## src/rtl/uif_pkg.sv

```systemverilog
// Purpose: shared constants for the uart interrupt, fifo and line control
// Assumes: one 8-bit register port with a 3-bit address
// Notes: trigger tables are packed arrays indexed by the two-bit selects
package uif_pkg;
    // ======================================================================
    // widths and register offsets
    localparam int UIF_CW = 7;
    localparam logic [2:0] UIF_A_DATA = 3'h0;
    localparam logic [2:0] UIF_A_IER = 3'h1;
    localparam logic [2:0] UIF_A_ISR = 3'h2;
    localparam logic [2:0] UIF_A_LCR = 3'h3;
    localparam logic [2:0] UIF_A_LSR = 3'h5;
    localparam logic [2:0] UIF_A_MSR = 3'h6;
    // enhanced set, visible while line_control holds the key value
    localparam logic [2:0] UIF_A_TRG = 3'h0;
    localparam logic [2:0] UIF_A_FEATURE_CONTROL = 3'h1;
    localparam logic [2:0] UIF_A_EFR = 3'h2;
    localparam logic [7:0] UIF_LCR_KEY = 8'hbf;
    localparam logic [7:0] UIF_REG_RST = 8'h00;
    // ======================================================================
    // field positions
    localparam int UIF_FCR_EN = 0;
    localparam int UIF_FCR_RXRST = 1;
    localparam int UIF_FCR_TXRST = 2;
    localparam int UIF_FCR_DMA = 3;
    localparam int UIF_LCR_STOP = 2;
    localparam int UIF_LCR_PAR = 3;
    localparam int UIF_LCR_DIV = 7;
    localparam int UIF_EFR_ENH = 4;
    localparam int UIF_FEATURE_CONTROL_DIR = 7;
    localparam int UIF_IE_RX = 0;
    localparam int UIF_IE_TX = 1;
    localparam int UIF_IE_LS = 2;
    localparam int UIF_IE_MS = 3;
    localparam int UIF_IE_XOFF = 5;
    localparam int UIF_IE_RTS = 6;
    localparam int UIF_IE_CTS = 7;
    // ======================================================================
    // status codes, index 0 is the highest priority
    localparam int UIF_NSRC = 7;
    localparam logic [UIF_NSRC-1:0][5:0] UIF_ISR_CODE =
        {6'h20, 6'h10, 6'h00, 6'h02, 6'h04, 6'h0c, 6'h06};
    localparam logic [5:0] UIF_ISR_NONE = 6'h01;
    // ======================================================================
    // trigger tables
    typedef enum logic [1:0] {
        UIF_TAB_A = 2'b00, UIF_TAB_B = 2'b01, UIF_TAB_C = 2'b10,
        UIF_TAB_D = 2'b11
    } uif_tab_e;
    localparam logic [UIF_CW-1:0] UIF_TRIG_ONE = 7'h01;
    localparam logic [3:0][UIF_CW-1:0] UIF_RX_A = {7'h0e, 7'h08, 7'h04, 7'h01};
    localparam logic [3:0][UIF_CW-1:0] UIF_RX_B = {7'h1c, 7'h18, 7'h10, 7'h08};
    localparam logic [3:0][UIF_CW-1:0] UIF_TX_B = {7'h1e, 7'h18, 7'h08, 7'h10};
    localparam logic [3:0][UIF_CW-1:0] UIF_RX_C = {7'h3c, 7'h38, 7'h10, 7'h08};
    localparam logic [3:0][UIF_CW-1:0] UIF_TX_C = {7'h38, 7'h20, 7'h10, 7'h08};
    // ======================================================================
    // character format and receive time-out, in bit times
    localparam logic [3:0] UIF_START_BITS = 4'h1;
    localparam logic [3:0] UIF_WL_BASE = 4'h5;
    localparam logic [3:0] UIF_STOP_ONE = 4'h1;
    localparam logic [3:0] UIF_STOP_TWO = 4'h2;
    localparam logic [UIF_CW-1:0] UIF_TO_CHARS = 7'h04;
    localparam logic [UIF_CW-1:0] UIF_TO_EXTRA = 7'h0c;
endpackage

```

## src/rtl/uif_ctrl.sv

```systemverilog
// Purpose: interrupt, fifo control and line format registers of a channel
// Assumes: bus strobes and engine events are one-cycle pulses on ref_clk
// Notes: fifo storage, shifters and baud generator live outside
//
// Contract
// - line status read clears line status interrupt
// - receive interrupt holds while count reaches trigger
// - receive holding read clears time-out interrupt
// - status read or transmit write clears transmit
// - modem status read clears modem and flow
// - xoff and special cleared by status read
// - status bits encode seven sources by priority
// - bit zero low while anything pending
// - bits five and four need enhanced enable
// - bits seven and six mirror fifo enable
// - fifo fields ignored unless enable bit written
// - receive fifo reset pulse, shifter untouched
// - transmit fifo reset pulse, shifter untouched
// - dma bit selects ready pin behaviour
// - transmit interrupt below trigger or on empty
// - one table select serves both directions
// - receive interrupt at selected receive trigger
// - fixed tables give the listed trigger levels
// - table three uses programmed levels by direction
// - word length codes give five to eight bits
// - stop select gives one, one-half, two
// - parity enable adds and checks parity bit
// - time-out after four chars plus twelve bits
// - only highest pending source is reported
`timescale 1ns/10ps
module uif_ctrl import uif_pkg::*; #(
    parameter int FIFO_DEPTH = 64
) (
    input wire logic ref_clk,
    input wire logic rst,
    input wire logic cs,
    input wire logic [2:0] addr,
    input wire logic rd_strobe,
    input wire logic wr_strobe,
    input wire logic [7:0] wdata,
    output logic [7:0] rdata,
    input wire logic [7:0] rhr_data,
    input wire logic [7:0] line_status,
    input wire logic [7:0] modem_status,
    input wire logic [UIF_CW-1:0] rx_count,
    input wire logic [UIF_CW-1:0] tx_count,
    input wire logic bit_tick,
    input wire logic rx_push_evt,
    input wire logic line_err_evt,
    input wire logic modem_evt,
    input wire logic xoff_evt,
    input wire logic xon_evt,
    input wire logic special_evt,
    input wire logic rts_rise_evt,
    input wire logic cts_rise_evt,
    output logic rx_pop,
    output logic tx_push,
    output logic [7:0] tx_data,
    output logic rx_fifo_reset,
    output logic tx_fifo_reset,
    output logic fifo_en,
    output logic dma_mode,
    output logic [3:0] data_bits,
    output logic stop_long,
    output logic stop_half,
    output logic parity_en,
    output logic irq,
    output logic receive_ready_pin_n,
    output logic transmit_ready_pin_n
);
    // ======================================================================
    // registers
    logic [7:0] ier, line_control, enhanced_feature_control, feature_control;
    logic [1:0] rx_idx, tx_idx;
    logic [UIF_CW-1:0] prog_rx, prog_tx, rx_trig, tx_trig;
    logic lsr_f, to_f, tx_f, ms_f, xoff_f, spc_f, rts_f, cts_f;
    logic tx_above, tx_low_q;
    logic [UIF_CW-1:0] to_cnt;

    // ======================================================================
    // address decode
    function automatic logic hit(input logic [2:0] a,
            input logic [2:0] off, input logic en);
        hit = en && (a == off);
    endfunction

    wire enh_set = (line_control == UIF_LCR_KEY);
    wire div_sel = line_control[UIF_LCR_DIV];
    wire enh_on = enhanced_feature_control[UIF_EFR_ENH];
    wire wr_ok = cs & wr_strobe;
    wire rd_ok = cs & rd_strobe;
    wire wr_thr = hit(addr, UIF_A_DATA, wr_ok & ~div_sel);
    wire wr_ier = hit(addr, UIF_A_IER, wr_ok & ~div_sel);
    wire wr_fcr = hit(addr, UIF_A_ISR, wr_ok & ~enh_set);
    wire wr_lcr = hit(addr, UIF_A_LCR, wr_ok);
    wire wr_efr = hit(addr, UIF_A_EFR, wr_ok & enh_set);
    wire wr_feature_control = hit(addr, UIF_A_FEATURE_CONTROL, wr_ok & enh_set);
    wire wr_trg = hit(addr, UIF_A_TRG, wr_ok & enh_set);
    wire rd_rhr = hit(addr, UIF_A_DATA, rd_ok & ~div_sel);
    wire rd_isr = hit(addr, UIF_A_ISR, rd_ok & ~enh_set);
    wire rd_lsr = hit(addr, UIF_A_LSR, rd_ok);
    wire rd_msr = hit(addr, UIF_A_MSR, rd_ok);
    wire fcr_go = wdata[UIF_FCR_EN];

    // ======================================================================
    // trigger levels and priority encoder
    uif_trig_sel u_trig (
        .fifo_en(fifo_en),
        .table_sel(feature_control[5:4]),
        .rx_idx(rx_idx),
        .tx_idx(tx_idx),
        .prog_rx(prog_rx),
        .prog_tx(prog_tx),
        .rx_trig(rx_trig),
        .tx_trig(tx_trig)
    );

    logic [UIF_NSRC-1:0] pend;
    logic [5:0] code;
    logic any;
    uif_int_prio u_prio (
        .pend(pend),
        .code(code),
        .any(any)
    );

    // each source gated by its enable before priority; time-out uses the receive enable
    wire rx_lvl = rx_count >= rx_trig;
    assign pend[0] = lsr_f & ier[UIF_IE_LS];
    assign pend[1] = to_f & ier[UIF_IE_RX];
    assign pend[2] = rx_lvl & ier[UIF_IE_RX];
    assign pend[3] = tx_f & ier[UIF_IE_TX];
    assign pend[4] = ms_f & ier[UIF_IE_MS];
    assign pend[5] = enh_on & ier[UIF_IE_XOFF] & (xoff_f | spc_f);
    assign pend[6] = enh_on & ((rts_f & ier[UIF_IE_RTS])
        | (cts_f & ier[UIF_IE_CTS]));
    wire [7:0] isr_val = {{2{fifo_en}}, code};
    wire tx_shown = rd_isr & (code == UIF_ISR_CODE[3]);
    assign irq = any;

    // ======================================================================
    // transmit ready condition: below trigger, or empty after short reload
    wire tx_empty = (tx_count == '0);
    wire tx_low = tx_above ? (tx_count < tx_trig) : tx_empty;
    wire tx_set = (tx_low & ~tx_low_q)
        | (wr_ier & wdata[UIF_IE_TX] & ~ier[UIF_IE_TX] & tx_low);

    // ======================================================================
    // time-out: start + data + parity + stop per char, times four, plus 12
    wire [3:0] char_bits = UIF_START_BITS + UIF_WL_BASE + {2'b00, line_control[1:0]}
        + {3'b000, line_control[UIF_LCR_PAR]}
        + (line_control[UIF_LCR_STOP] ? UIF_STOP_TWO : UIF_STOP_ONE);
    // a half stop bit rounds up to two, so the time-out grows by four bits
    wire [UIF_CW-1:0] to_limit = {3'b000, char_bits} * UIF_TO_CHARS
        + UIF_TO_EXTRA;
    wire to_hold = ~fifo_en | (rx_count == '0) | rx_push_evt | rd_rhr;
    wire to_fire = ~to_hold & bit_tick
        & ((to_cnt + 7'h01) == to_limit);
    wire [UIF_CW-1:0] next_to_cnt = to_hold ? '0
        : (bit_tick && to_cnt != to_limit) ? to_cnt + 7'h01 : to_cnt;

    // ======================================================================
    // read mux, unmapped and divisor slots read zero
    wire [7:0] next_rdata =
        (addr == UIF_A_DATA) ? ((div_sel) ? 8'h00 : rhr_data) :
        (addr == UIF_A_IER) ? (enh_set ? feature_control : div_sel ? 8'h00 : ier) :
        (addr == UIF_A_ISR) ? (enh_set ? enhanced_feature_control : isr_val) :
        (addr == UIF_A_LCR) ? line_control :
        (addr == UIF_A_LSR) ? line_status :
        (addr == UIF_A_MSR) ? modem_status : 8'h00;

    // ======================================================================
    // line format outputs
    assign data_bits = UIF_WL_BASE + {2'b00, line_control[1:0]};
    assign stop_long = line_control[UIF_LCR_STOP];
    assign stop_half = line_control[UIF_LCR_STOP] & (line_control[1:0] == 2'b00);
    assign parity_en = line_control[UIF_LCR_PAR];

    // ======================================================================
    // bus side registers and strobes
    always_ff @(posedge ref_clk) begin
        if (rst) begin
            rdata <= 8'h00;
            tx_data <= 8'h00;
            rx_pop <= 1'b0;
            tx_push <= 1'b0;
        end else begin
            if (rd_ok) begin
                rdata <= next_rdata;
            end
            if (wr_thr) begin
                tx_data <= wdata;
            end
            rx_pop <= rd_rhr;
            tx_push <= wr_thr;
        end
    end

    // control registers; fifo fields move only with the enable bit set
    always_ff @(posedge ref_clk) begin
        if (rst) begin
            ier <= UIF_REG_RST;
            line_control <= UIF_REG_RST;
            enhanced_feature_control <= UIF_REG_RST;
            feature_control <= UIF_REG_RST;
            fifo_en <= 1'b0;
            dma_mode <= 1'b0;
            rx_idx <= 2'b00;
            tx_idx <= 2'b00;
            prog_rx <= UIF_TRIG_ONE;
            prog_tx <= UIF_TRIG_ONE;
            rx_fifo_reset <= 1'b0;
            tx_fifo_reset <= 1'b0;
        end else begin
            rx_fifo_reset <= wr_fcr & fcr_go & wdata[UIF_FCR_RXRST];
            tx_fifo_reset <= wr_fcr & fcr_go & wdata[UIF_FCR_TXRST];
            if (wr_ier) begin
                ier <= {enh_on ? wdata[7:4] : ier[7:4], wdata[3:0]};
            end
            if (wr_lcr) begin
                line_control <= wdata;
            end
            if (wr_efr) begin
                enhanced_feature_control <= wdata;
            end
            if (wr_feature_control) begin
                feature_control <= wdata;
            end
            if (wr_trg && feature_control[UIF_FEATURE_CONTROL_DIR]) begin
                prog_tx <= wdata[UIF_CW-1:0];
            end
            if (wr_trg && !feature_control[UIF_FEATURE_CONTROL_DIR]) begin
                prog_rx <= wdata[UIF_CW-1:0];
            end
            if (wr_fcr) begin
                fifo_en <= fcr_go;
            end
            if (wr_fcr && fcr_go) begin
                dma_mode <= wdata[UIF_FCR_DMA];
                rx_idx <= wdata[7:6];
                if (enh_on) begin
                    tx_idx <= wdata[5:4];
                end
            end
        end
    end

    // sticky sources; a set in the clearing cycle wins
    always_ff @(posedge ref_clk) begin
        if (rst) begin
            lsr_f <= 1'b0;
            to_f <= 1'b0;
            tx_f <= 1'b0;
            ms_f <= 1'b0;
            xoff_f <= 1'b0;
            spc_f <= 1'b0;
            rts_f <= 1'b0;
            cts_f <= 1'b0;
        end else begin
            lsr_f <= line_err_evt | (lsr_f & ~rd_lsr);
            to_f <= to_fire | (to_f & ~rd_rhr);
            tx_f <= tx_set | (tx_f & ~tx_shown & ~wr_thr);
            ms_f <= modem_evt | (ms_f & ~rd_msr);
            rts_f <= rts_rise_evt | (rts_f & ~rd_msr);
            cts_f <= cts_rise_evt | (cts_f & ~rd_msr);
            xoff_f <= xoff_evt | (xoff_f & ~rd_isr & ~xon_evt);
            spc_f <= special_evt
                | (spc_f & ~rd_isr & ~rx_push_evt);
        end
    end

    // transmit reload tracking and time-out counter
    always_ff @(posedge ref_clk) begin
        if (rst) begin
            tx_above <= 1'b0;
            // empty fifo is the idle level, so no false edge after reset
            tx_low_q <= 1'b1;
            to_cnt <= '0;
        end else begin
            tx_above <= (tx_count > tx_trig) | (tx_above & ~tx_empty);
            tx_low_q <= tx_low;
            to_cnt <= next_to_cnt;
        end
    end

    // ready pins, low when active; dma mode uses trigger and fifo room
    always_ff @(posedge ref_clk) begin
        if (rst) begin
            receive_ready_pin_n <= 1'b1;
            transmit_ready_pin_n <= 1'b1;
        end else begin
            receive_ready_pin_n <= dma_mode ? ~(rx_lvl | to_f)
                : (rx_count == '0);
            transmit_ready_pin_n <= dma_mode
                ? (tx_count >= UIF_CW'(FIFO_DEPTH)) : ~tx_empty;
        end
    end
endmodule

```

## src/rtl/uif_int_prio.sv

```systemverilog
// Purpose: picks the highest pending interrupt source and its code
// Assumes: pending inputs are already gated by their enables
// Notes: purely combinational, read through a register by the caller
`timescale 1ns/10ps
module uif_int_prio import uif_pkg::*; (
    input wire logic [UIF_NSRC-1:0] pend,
    output logic [5:0] code,
    output logic any
);
    // ======================================================================
    // priority chain, lower index wins
    logic [UIF_NSRC-1:0] above;
    logic [UIF_NSRC-1:0] win;
    logic [UIF_NSRC-1:0][5:0] part;

    assign above[0] = 1'b0;
    genvar i;
    generate
        for (i = 1; i < UIF_NSRC; i++) begin : g_above
            assign above[i] = above[i-1] | pend[i-1];
        end
        for (i = 0; i < UIF_NSRC; i++) begin : g_win
            // only one source shows, the rest wait their turn
            assign win[i] = pend[i] & ~above[i];
            assign part[i] = win[i] ? UIF_ISR_CODE[i] : 6'h00;
        end
    endgenerate

    // codes of losing sources are zero, so an or-reduce selects
    always_comb begin
        code = any ? 6'h00 : UIF_ISR_NONE;
        for (int k = 0; k < UIF_NSRC; k++) begin
            code = code | part[k];
        end
    end
    assign any = |pend;
endmodule

```

## src/rtl/uif_trig_sel.sv

```systemverilog
// Purpose: trigger level lookup for both fifo directions
// Assumes: one table select shared by receive and transmit
// Notes: without fifos both levels collapse to a single character
`timescale 1ns/10ps
module uif_trig_sel import uif_pkg::*; (
    input wire logic fifo_en,
    input wire logic [1:0] table_sel,
    input wire logic [1:0] rx_idx,
    input wire logic [1:0] tx_idx,
    input wire logic [UIF_CW-1:0] prog_rx,
    input wire logic [UIF_CW-1:0] prog_tx,
    output logic [UIF_CW-1:0] rx_trig,
    output logic [UIF_CW-1:0] tx_trig
);
    // ======================================================================
    // table lookup, used once per direction
    function automatic logic [UIF_CW-1:0] pick(input logic dir_tx,
            input logic [1:0] tab, input logic [1:0] idx,
            input logic [UIF_CW-1:0] prog);
        case (tab)
            UIF_TAB_A: pick = dir_tx ? UIF_TRIG_ONE : UIF_RX_A[idx];
            UIF_TAB_B: pick = dir_tx ? UIF_TX_B[idx] : UIF_RX_B[idx];
            UIF_TAB_C: pick = dir_tx ? UIF_TX_C[idx] : UIF_RX_C[idx];
            default: pick = prog;
        endcase
    endfunction

    // one select for both sides, so the last written table wins
    assign rx_trig = fifo_en ? pick(1'b0, table_sel, rx_idx, prog_rx)
        : UIF_TRIG_ONE;
    assign tx_trig = fifo_en ? pick(1'b1, table_sel, tx_idx, prog_tx)
        : UIF_TRIG_ONE;
endmodule

```

## config.mk

```make
export PLATFORM = sky130hd
export DESIGN_NAME = uif_ctrl
export DESIGN_NICKNAME = d
export VERILOG_FILES = /design/src/rtl/uif_pkg.sv /design/src/rtl/uif_ctrl.sv /design/src/rtl/uif_int_prio.sv /design/src/rtl/uif_trig_sel.sv
export SDC_FILE = /design/constraint.sdc
export NUM_CORES = 1
export LEC_CHECK = 0
export ABC_CLOCK_PERIOD_IN_PS = 3760
export BUFFER_PORTS_ARGS = -buffer_cell sky130_fd_sc_hd__buf_2
export CORE_ASPECT_RATIO = 0.5
export CORE_MARGIN = 2
export CORE_UTILIZATION = 30
export DETAILED_ROUTE_END_ITERATION = 12
export PLACE_DENSITY_LB_ADDON = 0.15
export SLEW_MARGIN = 20
export SYNTH_ARGS = -nofsm -noshare
export SYNTH_HDL_FRONTEND = slang
export SYNTH_HIERARCHICAL = 1
export SYNTH_SLANG_ARGS = --single-unit
```

## constraint.sdc

```tcl
create_clock -name ref_clk -period 3.76 [get_ports ref_clk]
set_input_delay 0.376 -clock ref_clk [delete_from_list [all_inputs] [get_ports ref_clk]]
set_output_delay 0.376 -clock ref_clk [all_outputs]
set_load 0.02 [all_outputs]
```

## Yosys cells after proc, flatten, opt, wreduce, memory -nomap -nowiden

Cells that the tools add are included.

| word-level totals | value |
|---|---|
| logic and storage cells | 206 |
| output and inout bits | 32 |
| input port bits | 63 |
| flip-flop bits (word level) | 91 |

| cells by class | value |
|---|---|
| add/subtract/negate cells | 6 |
| equal/unequal tests | 11 |
| muxes and demuxes | 35 |
| reductions and logical operators | 25 |
| bitwise gates (word level) | 93 |
| $lt $le $gt $ge | 6 |

Operator list:

| kind | number |
|---|---|
| $mux W8 | 10 |
| $bmux W7 S2 | 5 |
| $mux W7 | 7 |
| $and A1 B1 Y1 | 45 |
| $pmux W7 S3 | 2 |
| $or A6 B6 Y6 | 5 |
| $not A1 Y1 | 21 |
| $or A1 B1 Y1 | 21 |
| $logic_and A1 B1 Y1 | 15 |
| $logic_not A7 Y1 | 2 |
| $add A3 B2 Y4 const A | 2 |
| $eq A8 B8 Y1 const B | 1 |
| $add A6 B4 Y7 const B | 1 |
| $add A7 B1 Y7 const B | 1 |
| $eq A7 B7 Y1 | 1 |
| $ge A7 B7 Y1 | 1 |
| $ge A7 B7 Y1 const B | 1 |
| $gt A7 B7 Y1 | 1 |
| $lt A7 B7 Y1 | 1 |
| $ne A7 B7 Y1 | 1 |
| $reduce_or A7 Y1 | 1 |
| $eq A3 B2 Y1 const B | 2 |
| $eq A3 B3 Y1 const B | 2 |
| $eq A6 B2 Y1 const B | 1 |
| other kinds (18) | 26 |

## Depth between registers and ports, before layout

Gate-level depths: netlist of run 1.

| logic depth | value |
|---|---|
| depth in word-level cells | 20 |
| mapped depth | 16 |
| mapped depth without buffers | 14 |

## By module

Netlist of run 1, hierarchy kept.

Modules (own cells, without submodules):

| module | area an instance (um^2) | cells an instance | instances | seq. area each (um^2) |
|---|---|---|---|---|
| uif_ctrl | 4652.0 | 542 | 1 | 1821.7 |
| uif_trig_sel | 355.3 | 55 | 1 | 0.0 |
| uif_int_prio | 105.1 | 11 | 1 | 0.0 |

## Least setup slack after synthesis of run 1

OpenSTA, ideal clock, no wires.

| timing path | value |
|---|---|
| path type | register -> register |
| from | register fifo_en |
| to | register tx_f |
| stages on the path, launching flop included | 14 |
| slack | 441 ps |
| data arrival time | 3187 ps |
| clock period less this slack | 3319 ps |
| path through | dfxtp_1 buf_2 o21ai_0 ha_1 nand2b_1 a21o_1 a21oi_1 o211ai_1 and2_1 or3_1 buf_6 or4b_2 nor4_1 o32ai_1 |

RTL lines:

| element | line | RTL |
|---|---|---|
| start: declaration | uif_ctrl.sv:61 | `output logic fifo_en,` |
| start signal: assignment | uif_ctrl.sv:236 | `fifo_en <= fcr_go;` |
| $mux W7 | uif_trig_sel.sv:29 | `assign rx_trig = fifo_en ? pick(1'b0, table_sel, rx_idx, prog_rx)` |
| named net rx_trig[0] | uif_ctrl.sv:75 | `logic [UIF_CW-1:0] prog_rx, prog_tx, rx_trig, tx_trig;` |
| $ge A7 B7 Y1 | uif_ctrl.sv:128 | `wire rx_lvl = rx_count >= rx_trig;` |
| $and A1 B1 Y1 | uif_ctrl.sv:131 | `assign pend[2] = rx_lvl & ier[UIF_IE_RX];` |
| named net pend[2] | uif_ctrl.sv:118 | `logic [UIF_NSRC-1:0] pend;` |
| $and A1 B1 Y1 | uif_int_prio.sv:24 | `assign win[i] = pend[i] & ~above[i];` |
| $mux W3 | uif_int_prio.sv:25 | `assign part[i] = win[i] ? UIF_ISR_CODE[i] : 6'h00;` |
| $or A6 B6 Y6 (2 in series) | uif_int_prio.sv:33 | `code = code \| part[k];` |
| $or A6 B5 Y6 | uif_int_prio.sv:33 |  |
| $or A6 B6 Y6 | uif_int_prio.sv:33 |  |
| named net code[2] | uif_ctrl.sv:119 | `logic [5:0] code;` |
| $eq A6 B2 Y1 | uif_ctrl.sv:138 | `wire tx_shown = rd_isr & (code == UIF_ISR_CODE[3]);` |
| $and A1 B1 Y1 | uif_ctrl.sv:138 |  |
| $not A1 Y1 | uif_ctrl.sv:262 | `tx_f <= tx_set \| (tx_f & ~tx_shown & ~wr_thr);` |
| $and A1 B1 Y1 (2 in series) | uif_ctrl.sv:262 |  |
| $or A1 B1 Y1 | uif_ctrl.sv:262 |  |
| end signal: assignment | uif_ctrl.sv:262 |  |
| end: declaration | uif_ctrl.sv:76 | `logic lsr_f, to_f, tx_f, ms_f, xoff_f, spc_f, rts_f, cts_f;` |

The timed path passes the listed nets, and every way through them passes these cells.
A chain may end at the register's enable or synchronous reset.

## Worst setup path in the final report of run 1

| timing path | value |
|---|---|
| from | register fifo_en |
| to | output port irq |

| on the way | value |
|---|---|
| longest elaborated chain between the ends | 4 |

RTL lines:

| element | line | RTL |
|---|---|---|
| $mux W7 | uif_trig_sel.sv:29 |  |
| named net rx_trig[4] | uif_ctrl.sv:75 |  |
| $ge A7 B7 Y1 | uif_ctrl.sv:128 |  |
| $and A1 B1 Y1 | uif_ctrl.sv:131 |  |
| named net pend[2] | uif_ctrl.sv:118 |  |
| $reduce_or A7 Y1 | uif_int_prio.sv:36 | `assign any = \|pend;` |
| end: declaration | uif_ctrl.sv:67 | `output logic irq,` |

The timed path passes the listed nets, and every way through them passes these cells.

==> metrics, run 1 <==
status completed; DP Area 0.00578 mm²; GPL Wtd Cong 0.813; Die Span X around 190 µm; clock latency at the later pin of the worst-skew pair between 300 and 400 ps; largest net degree at the start of global routing 46; GR Util All Layers 18.1%; postcts setup bufs 0; Yosys cell types 70; hpwl dp 12200 µm; pre-CTS WS 338 ps; top cell type's share of synthesized area 35.6%; pwr/cell area roughly 350 mW/mm²; f_max around 0.28 GHz; PortBufs 94; Post-Syn Nets 699; r2r endpoint tx_f; Top Usage Layer GRT met1; final core utilization approximately 37%; Final Total Pwr 2.14 mW; vias in the first global route 4317; Max-cap violations 0; Clock Path Buffers 2; final slew viol count 0; first-pass GRT wire length around 25000 µm; total DRC errors in the routed layout 0; min Tclk post-route 3530 ps; Worst Setup Start Kind register; cells taking the most area after synthesis dfxtp_1, mux2i_1, ha_1; Syn Inst Count around 610; Comb pwr share 9.8%; placed insts 905; initial antenna violation count 0; Worst slew margin 46.9%; Worst path max stage delay 540 ps; register area share after synthesis 35.6%; data arrival time of the worst path between 3000 and 4000 ps; synthesis-stage register bit count 91; post-route cell area 0.00610 mm²; crit share post-route a little over nine tenths; leading area contributor after synthesis dfxtp_1; Worst Setup SP fifo_en; CP max FO 12; initial drt markers 257; total I/O pin count 95; full die area 0.0182 mm²; nets between 700 and 800; critical path class reg2out; Clock power frac 44.0%; total CTS buffers 9; post-CTS sizing 0; # diodes 0; share of post-route cells with drive strength above 1 21.5%; HP Class in2reg; Worst Setup Slack, final 231 ps; met3 usage 3.61%; R2R depth 13; initial core utilization 31.0%; Int Pwr 1.58 mW; final std cells w/o fill 921; Slew @ Worst Pin between 700 and 800 ps; Clock Sink Count 91; Core Region 0.0165 mm²; critical path buffer and inverter count 3; most common flop cell mapped by yosys dfxtp_1; min-delay src modem_evt; Area Growth Syn to Fin 19.3%; mapped cell area between 0.005 and 0.006 mm²; CP max stage cell dfxtp_1; sequential power share between 40% and 50%; via count 4568; setup TNS 0 ps; synthesized area per cell 8.41 µm²; Peak VDD IR 0.192 mV; required time of the worst setup path roughly 3400 ps; Vias/cell 4.96; crit-path cells nand2_1 -> o32ai_1 -> inv_1 -> ha_1 -> a21o_1 -> a21oi_1 -> o211ai_1 -> and2_1 -> or3_1 -> buf_4 -> nand2b_1 -> buf_2; first-pass iteration count of the detailed router 5; CTS tree done; Crit. End Element output port; Final setup viols 0; instance count on the critical path 12; Worst R2R Start fifo_en; async set or reset register ratio after synthesis 0%; Critical Path Sink irq; R2R setup slack 320 ps; GR Util met2 approximately a quarter; Psw 558 µW; WHS 236 ps; Switching Share 26.1%; EDFF count, synth 0; leakage power around 2.4 nW; clk slew on worst S/H paths ~60 ps; cts hold-fix bufs 0; num rows 33; Hold Fails Final Rpt 0; Routed WL per cell 17.5 µm; Worst Skew 9.54 ps; met1 Use GR a little over a quarter; CTS root buf clkbuf_16; WL final 16100 µm; RSZ-0062 raised after global routing no; Die H 96.3 µm; count of warnings emitted by yosys 6; Largest delay share family, worst path simple AND/OR/NAND/NOR gates; total gr overflow 0; # H-tree levels 3; antenna-violating nets left 0
## cell type report
cell class	instances	area (µm²)
clock inverter	7	80.1
sequential	91	1820
tap	227	284
timing repair buffer	105	557
clock buffer	9	225
fill	1764	10400
inverter	38	143
multi-input combinational	444	2990
## tightest hold or removal path, cell delays in order
cell,delay (ps)
buf_2,80
a21oi_1,30
nor2_1,60
## flip-flops by register name, indices dropped and copies added, names as in the netlist, 2 cells and up
signal                    cells
rx_idx                        2
prog_tx                       7
to_cnt                        7
enhanced_feature_control      8
rdata                         8
feature_control               8
tx_idx                        2
prog_rx                       7
line_control                  8
tx_data                       8
ier                           8
## layout by cell type, fill, tap and decap left out, types with 3 or more instances in the layout
master | netlist | final
mux2i_1 | 35 | 35
mux2_2 | 6 | 6
a22oi_1 | 10 | 10
clkbuf_16 | 0 | 9
nor4_1 | 4 | 4
o21ai_0 | 15 | 15
a21oi_1 | 52 | 52
nor3_1 | 8 | 7
a221oi_1 | 6 | 6
o211ai_1 | 4 | 4
dfxtp_1 | 91 | 91
and2_1 | 9 | 9
ha_1 | 27 | 27
nor3_2 | 2 | 3
inv_6 | 0 | 4
inv_1 | 35 | 35
nor2b_1 | 9 | 9
a21o_1 | 8 | 8
nand2_1 | 71 | 71
a31oi_1 | 4 | 4
xor2_1 | 3 | 3
nand2b_1 | 9 | 9
buf_4 | 1 | 10
buf_2 | 10 | 94
xnor2_1 | 10 | 10
nand4_1 | 6 | 6
or3_1 | 9 | 9
o2bb2ai_1 | 3 | 3
nor2_1 | 62 | 62
and4_1 | 3 | 3
o32ai_1 | 8 | 8
a222oi_1 | 6 | 6
nand3_1 | 16 | 16
## cells by family after synthesis
family	count (synthesis)	synth area share [%]
flip-flops	91	35.6
buffers and inverters	73	6.17
AND/OR/NAND/NOR	230	23.6
multiplexers	41	8.17
AO/OA/AOI/OAI	131	16.9
adder cells (fa/ha/maj)	29	7.22
XOR/XNOR	13	2.23
## routing by layer
metal | vias to the layer above | wire [µm]
li1 | 2305 | -
met1 | 2114 | 8410
met2 | 134 | 6550
met3 | 15 | 1040
met4 | 0 | 153
met5 | - | 0
## how the worst min path moves through the flow
| stage | to | slack [ps] | depth (start not counted) |
|---|---|---|---|
| 6_report | ms_f | 240 | 3 |
| 4_1_cts | ms_f | 230 | 3 |
| 2_1_floorplan | enhanced_feature_control[2] | 430 | 2 |
| 3_3_place_gp | enhanced_feature_control[1] | 440 | 2 |
| 3_5_place_dp | tx_data[2] | 450 | 2 |
| 5_1_grt | ms_f | 250 | 3 |
## power by group through the flow
stage                     Clock, mW  Combinational, mW  Sequential (mW)
after CTS                     0.966              0.210            0.988
after global placement            0              0.209             1.01
after global routing           1.00              0.230            0.989
after detailed placement          0              0.210             1.01
final                         0.941              0.210            0.988
after floorplan                   0              0.113             1.02
## synthesized netlist by cell type (10+ instances only)
master / instances
a21oi_1: 52
a22oi_1: 10
buf_2: 10
clkbuf_1: 18
dfxtp_1: 91
ha_1: 27
inv_1: 35
mux2i_1: 35
nand2_1: 71
nand3_1: 16
nor2_1: 62
o21ai_0: 15
xnor2_1: 10
(Power assumes the default switching activity.)
==> inputs of run 2 (changes only) <==
- PLACE_DENSITY_LB_ADDON: 0.15 -> 0.1
==> metrics, run 2 (synthesis results as in run 1) <==
Routed WL per cell 18.0 µm (+2.6%); WHS 242 ps (+5.35 ps); initial drt markers 347 (+35%); highest metal used met4; WL final 16600 µm (+2.7%); Crit. End Element output port; required time of the worst setup path 3380 ps (about the same); vias in the first global route 4313 (-0.093%); via count 4628 (+1.3%); final std cells w/o fill 922 (+0.11%); initial core utilization 31.0% (unchanged); full die area 0.0182 mm² (unchanged); Die Span X 189 µm (unchanged); critical path class reg2out; largest net degree at the start of global routing 56 (+22%); most frequent cells in the layout buf_2, dfxtp_1, nand2_1, nor2_1, a21oi_1; Final setup viols 0 (unchanged); Clock Path Buffers 2 (unchanged); Slew @ Worst Pin 701 ps (-95.7 ps); total DRC errors in the routed layout 0 (unchanged); GR Util All Layers 18.7% (+0.67 points); Switching Share 25.5% (-0.56 points); final slew viol count 0 (unchanged); CTS root buf clkbuf_16; CTS tree done; crit share post-route 93.5% (-0.31 points); num rows 33 (unchanged); Area Growth Syn to Fin 19.8%; Max-cap violations 0 (unchanged); hpwl dp 12600 µm (+3.0%); Clock power frac 45.7% (+1.7 points); clk slew on worst S/H paths 70 ps (about the same); Worst slew margin 53.3% (+6.4 points); post-route cell area 0.00612 mm² (+0.41%); HP Class in2reg; share of post-route cells with drive strength above 1 21.9% (+0.40 points); sequential power share 44.7% (-1.5 points); postcts setup bufs 0 (unchanged); placed insts 906 (+0.11%); RSZ-0062 raised after global routing no; f_max 0.284 GHz (+0.33%); PortBufs 94 (unchanged); status completed; total gr overflow 0 (unchanged); Comb pwr share 9.6% (-0.2 points); setup TNS 0 ps (unchanged); min Tclk post-route 3520 ps (-11.7 ps); # diodes 0 (unchanged); Worst R2R Start feature_control[5]; first-pass GRT wire length 25600 µm (+2.9%); Clock Sink Count 91 (unchanged); min-delay src rts_rise_evt; first-pass iteration count of the detailed router 6 (+1); Die H 96.3 µm (unchanged); met2 wire length 6770 µm (+3.5%); Final Total Pwr 2.21 mW (+3.3%); DP Area 0.00579 mm² (+0.13%); Core Region 0.0165 mm² (unchanged); M1 wire length 8950 µm (+6.5%); Int Pwr 1.65 mW (+4.1%); Worst Skew 11.3 ps (+1.75 ps); Worst Setup SP feature_control[5]; Peak VDD IR 0.283 mV (+47%); leakage power 2.46 nW (+0.78%); data arrival time of the worst path 3140 ps (about the same); nets 781 (+0.13%); # H-tree levels 3 (unchanged); clock latency at the later pin of the worst-skew pair 350 ps (about the same); length of routed met3 wiring 720 µm (-31%); Psw 564 µW (+1.0%); Hold Fails Final Rpt 0 (unchanged); CP max FO 11 (-1); initial antenna violation count 0 (unchanged); Worst Setup Start Kind register; R2R setup slack 340 ps (+20 ps); total I/O pin count 95 (unchanged); commonest non-fill, non-tap cell in the layout buf_2; antenna-violating nets left 0 (unchanged); Vias/cell 5.02 (+1.2%); total CTS buffers 9 (unchanged); GPL Wtd Cong 0.812 (-0.20%); pwr/cell area 361 mW/mm² (+2.8%)
run 2: routing by layer:
metal,vias to the layer above,track usage (%)
li1,2306,-
met1,2196,28.1
met2,113,28.0
met3,13,3.14
met4,0,3.65
met5,-,0
run 2: cell type report:
cell class | count | area (µm²)
fillers | 1778 | 10400
multi-input cells | 444 | 2990
flip-flops and latches | 91 | 1820
repair buffers | 106 | 561
well taps | 227 | 284
clock buffers | 9 | 225
inverters | 38 | 143
clock inverters | 7 | 98.8
run 2: what timing repair did:
action / in CTS / in global routing
gates resized for setup: 0 / 3
hold buffers: 0 / 0
endpoints found under the setup margin: 0 / 2
run 2: metrics by stage:
| stage | worst slack, ps | util (%) |
|---|---|---|
| after floorplan | 441 | - |
| after global placement | 341 | 35.1 |
| after detailed placement | 251 | 35.1 |
| after CTS | 128 | 37.0 |
| after global routing | 61.1 | 37.1 |
| final | 243 | 37.1 |
run 2: worst paths after layout:
path | end | cells past startpoint
worst min register to register | tx_data[2] | 2
worst min-delay path | rts_f | 3
worst max register to register | tx_f | 13
worst max-delay path | irq | 13
run 2: power groups by stage:
stage | Clock, mW | Combinational [mW] | Sequential, mW
CTS | 1.04 | 0.213 | 0.987
global placement | 0 | 0.212 | 1.01
floorplan | 0 | 0.113 | 1.02
detailed placement | 0 | 0.212 | 1.01
finish | 1.01 | 0.213 | 0.987
global route | 1.08 | 0.234 | 0.989
run 2: critical path, cell delays in order (launching register included):
cell      delay (ps)
dfxtp_2          380
nor3_2           240
nor2_1            60
o21ai_0          180
ha_1             250
nand2b_1         140
a21o_1           170
a21oi_1          140
o211ai_1         170
and2_1           210
or3_1            390
buf_4            170
nand2b_1         140
buf_2            170
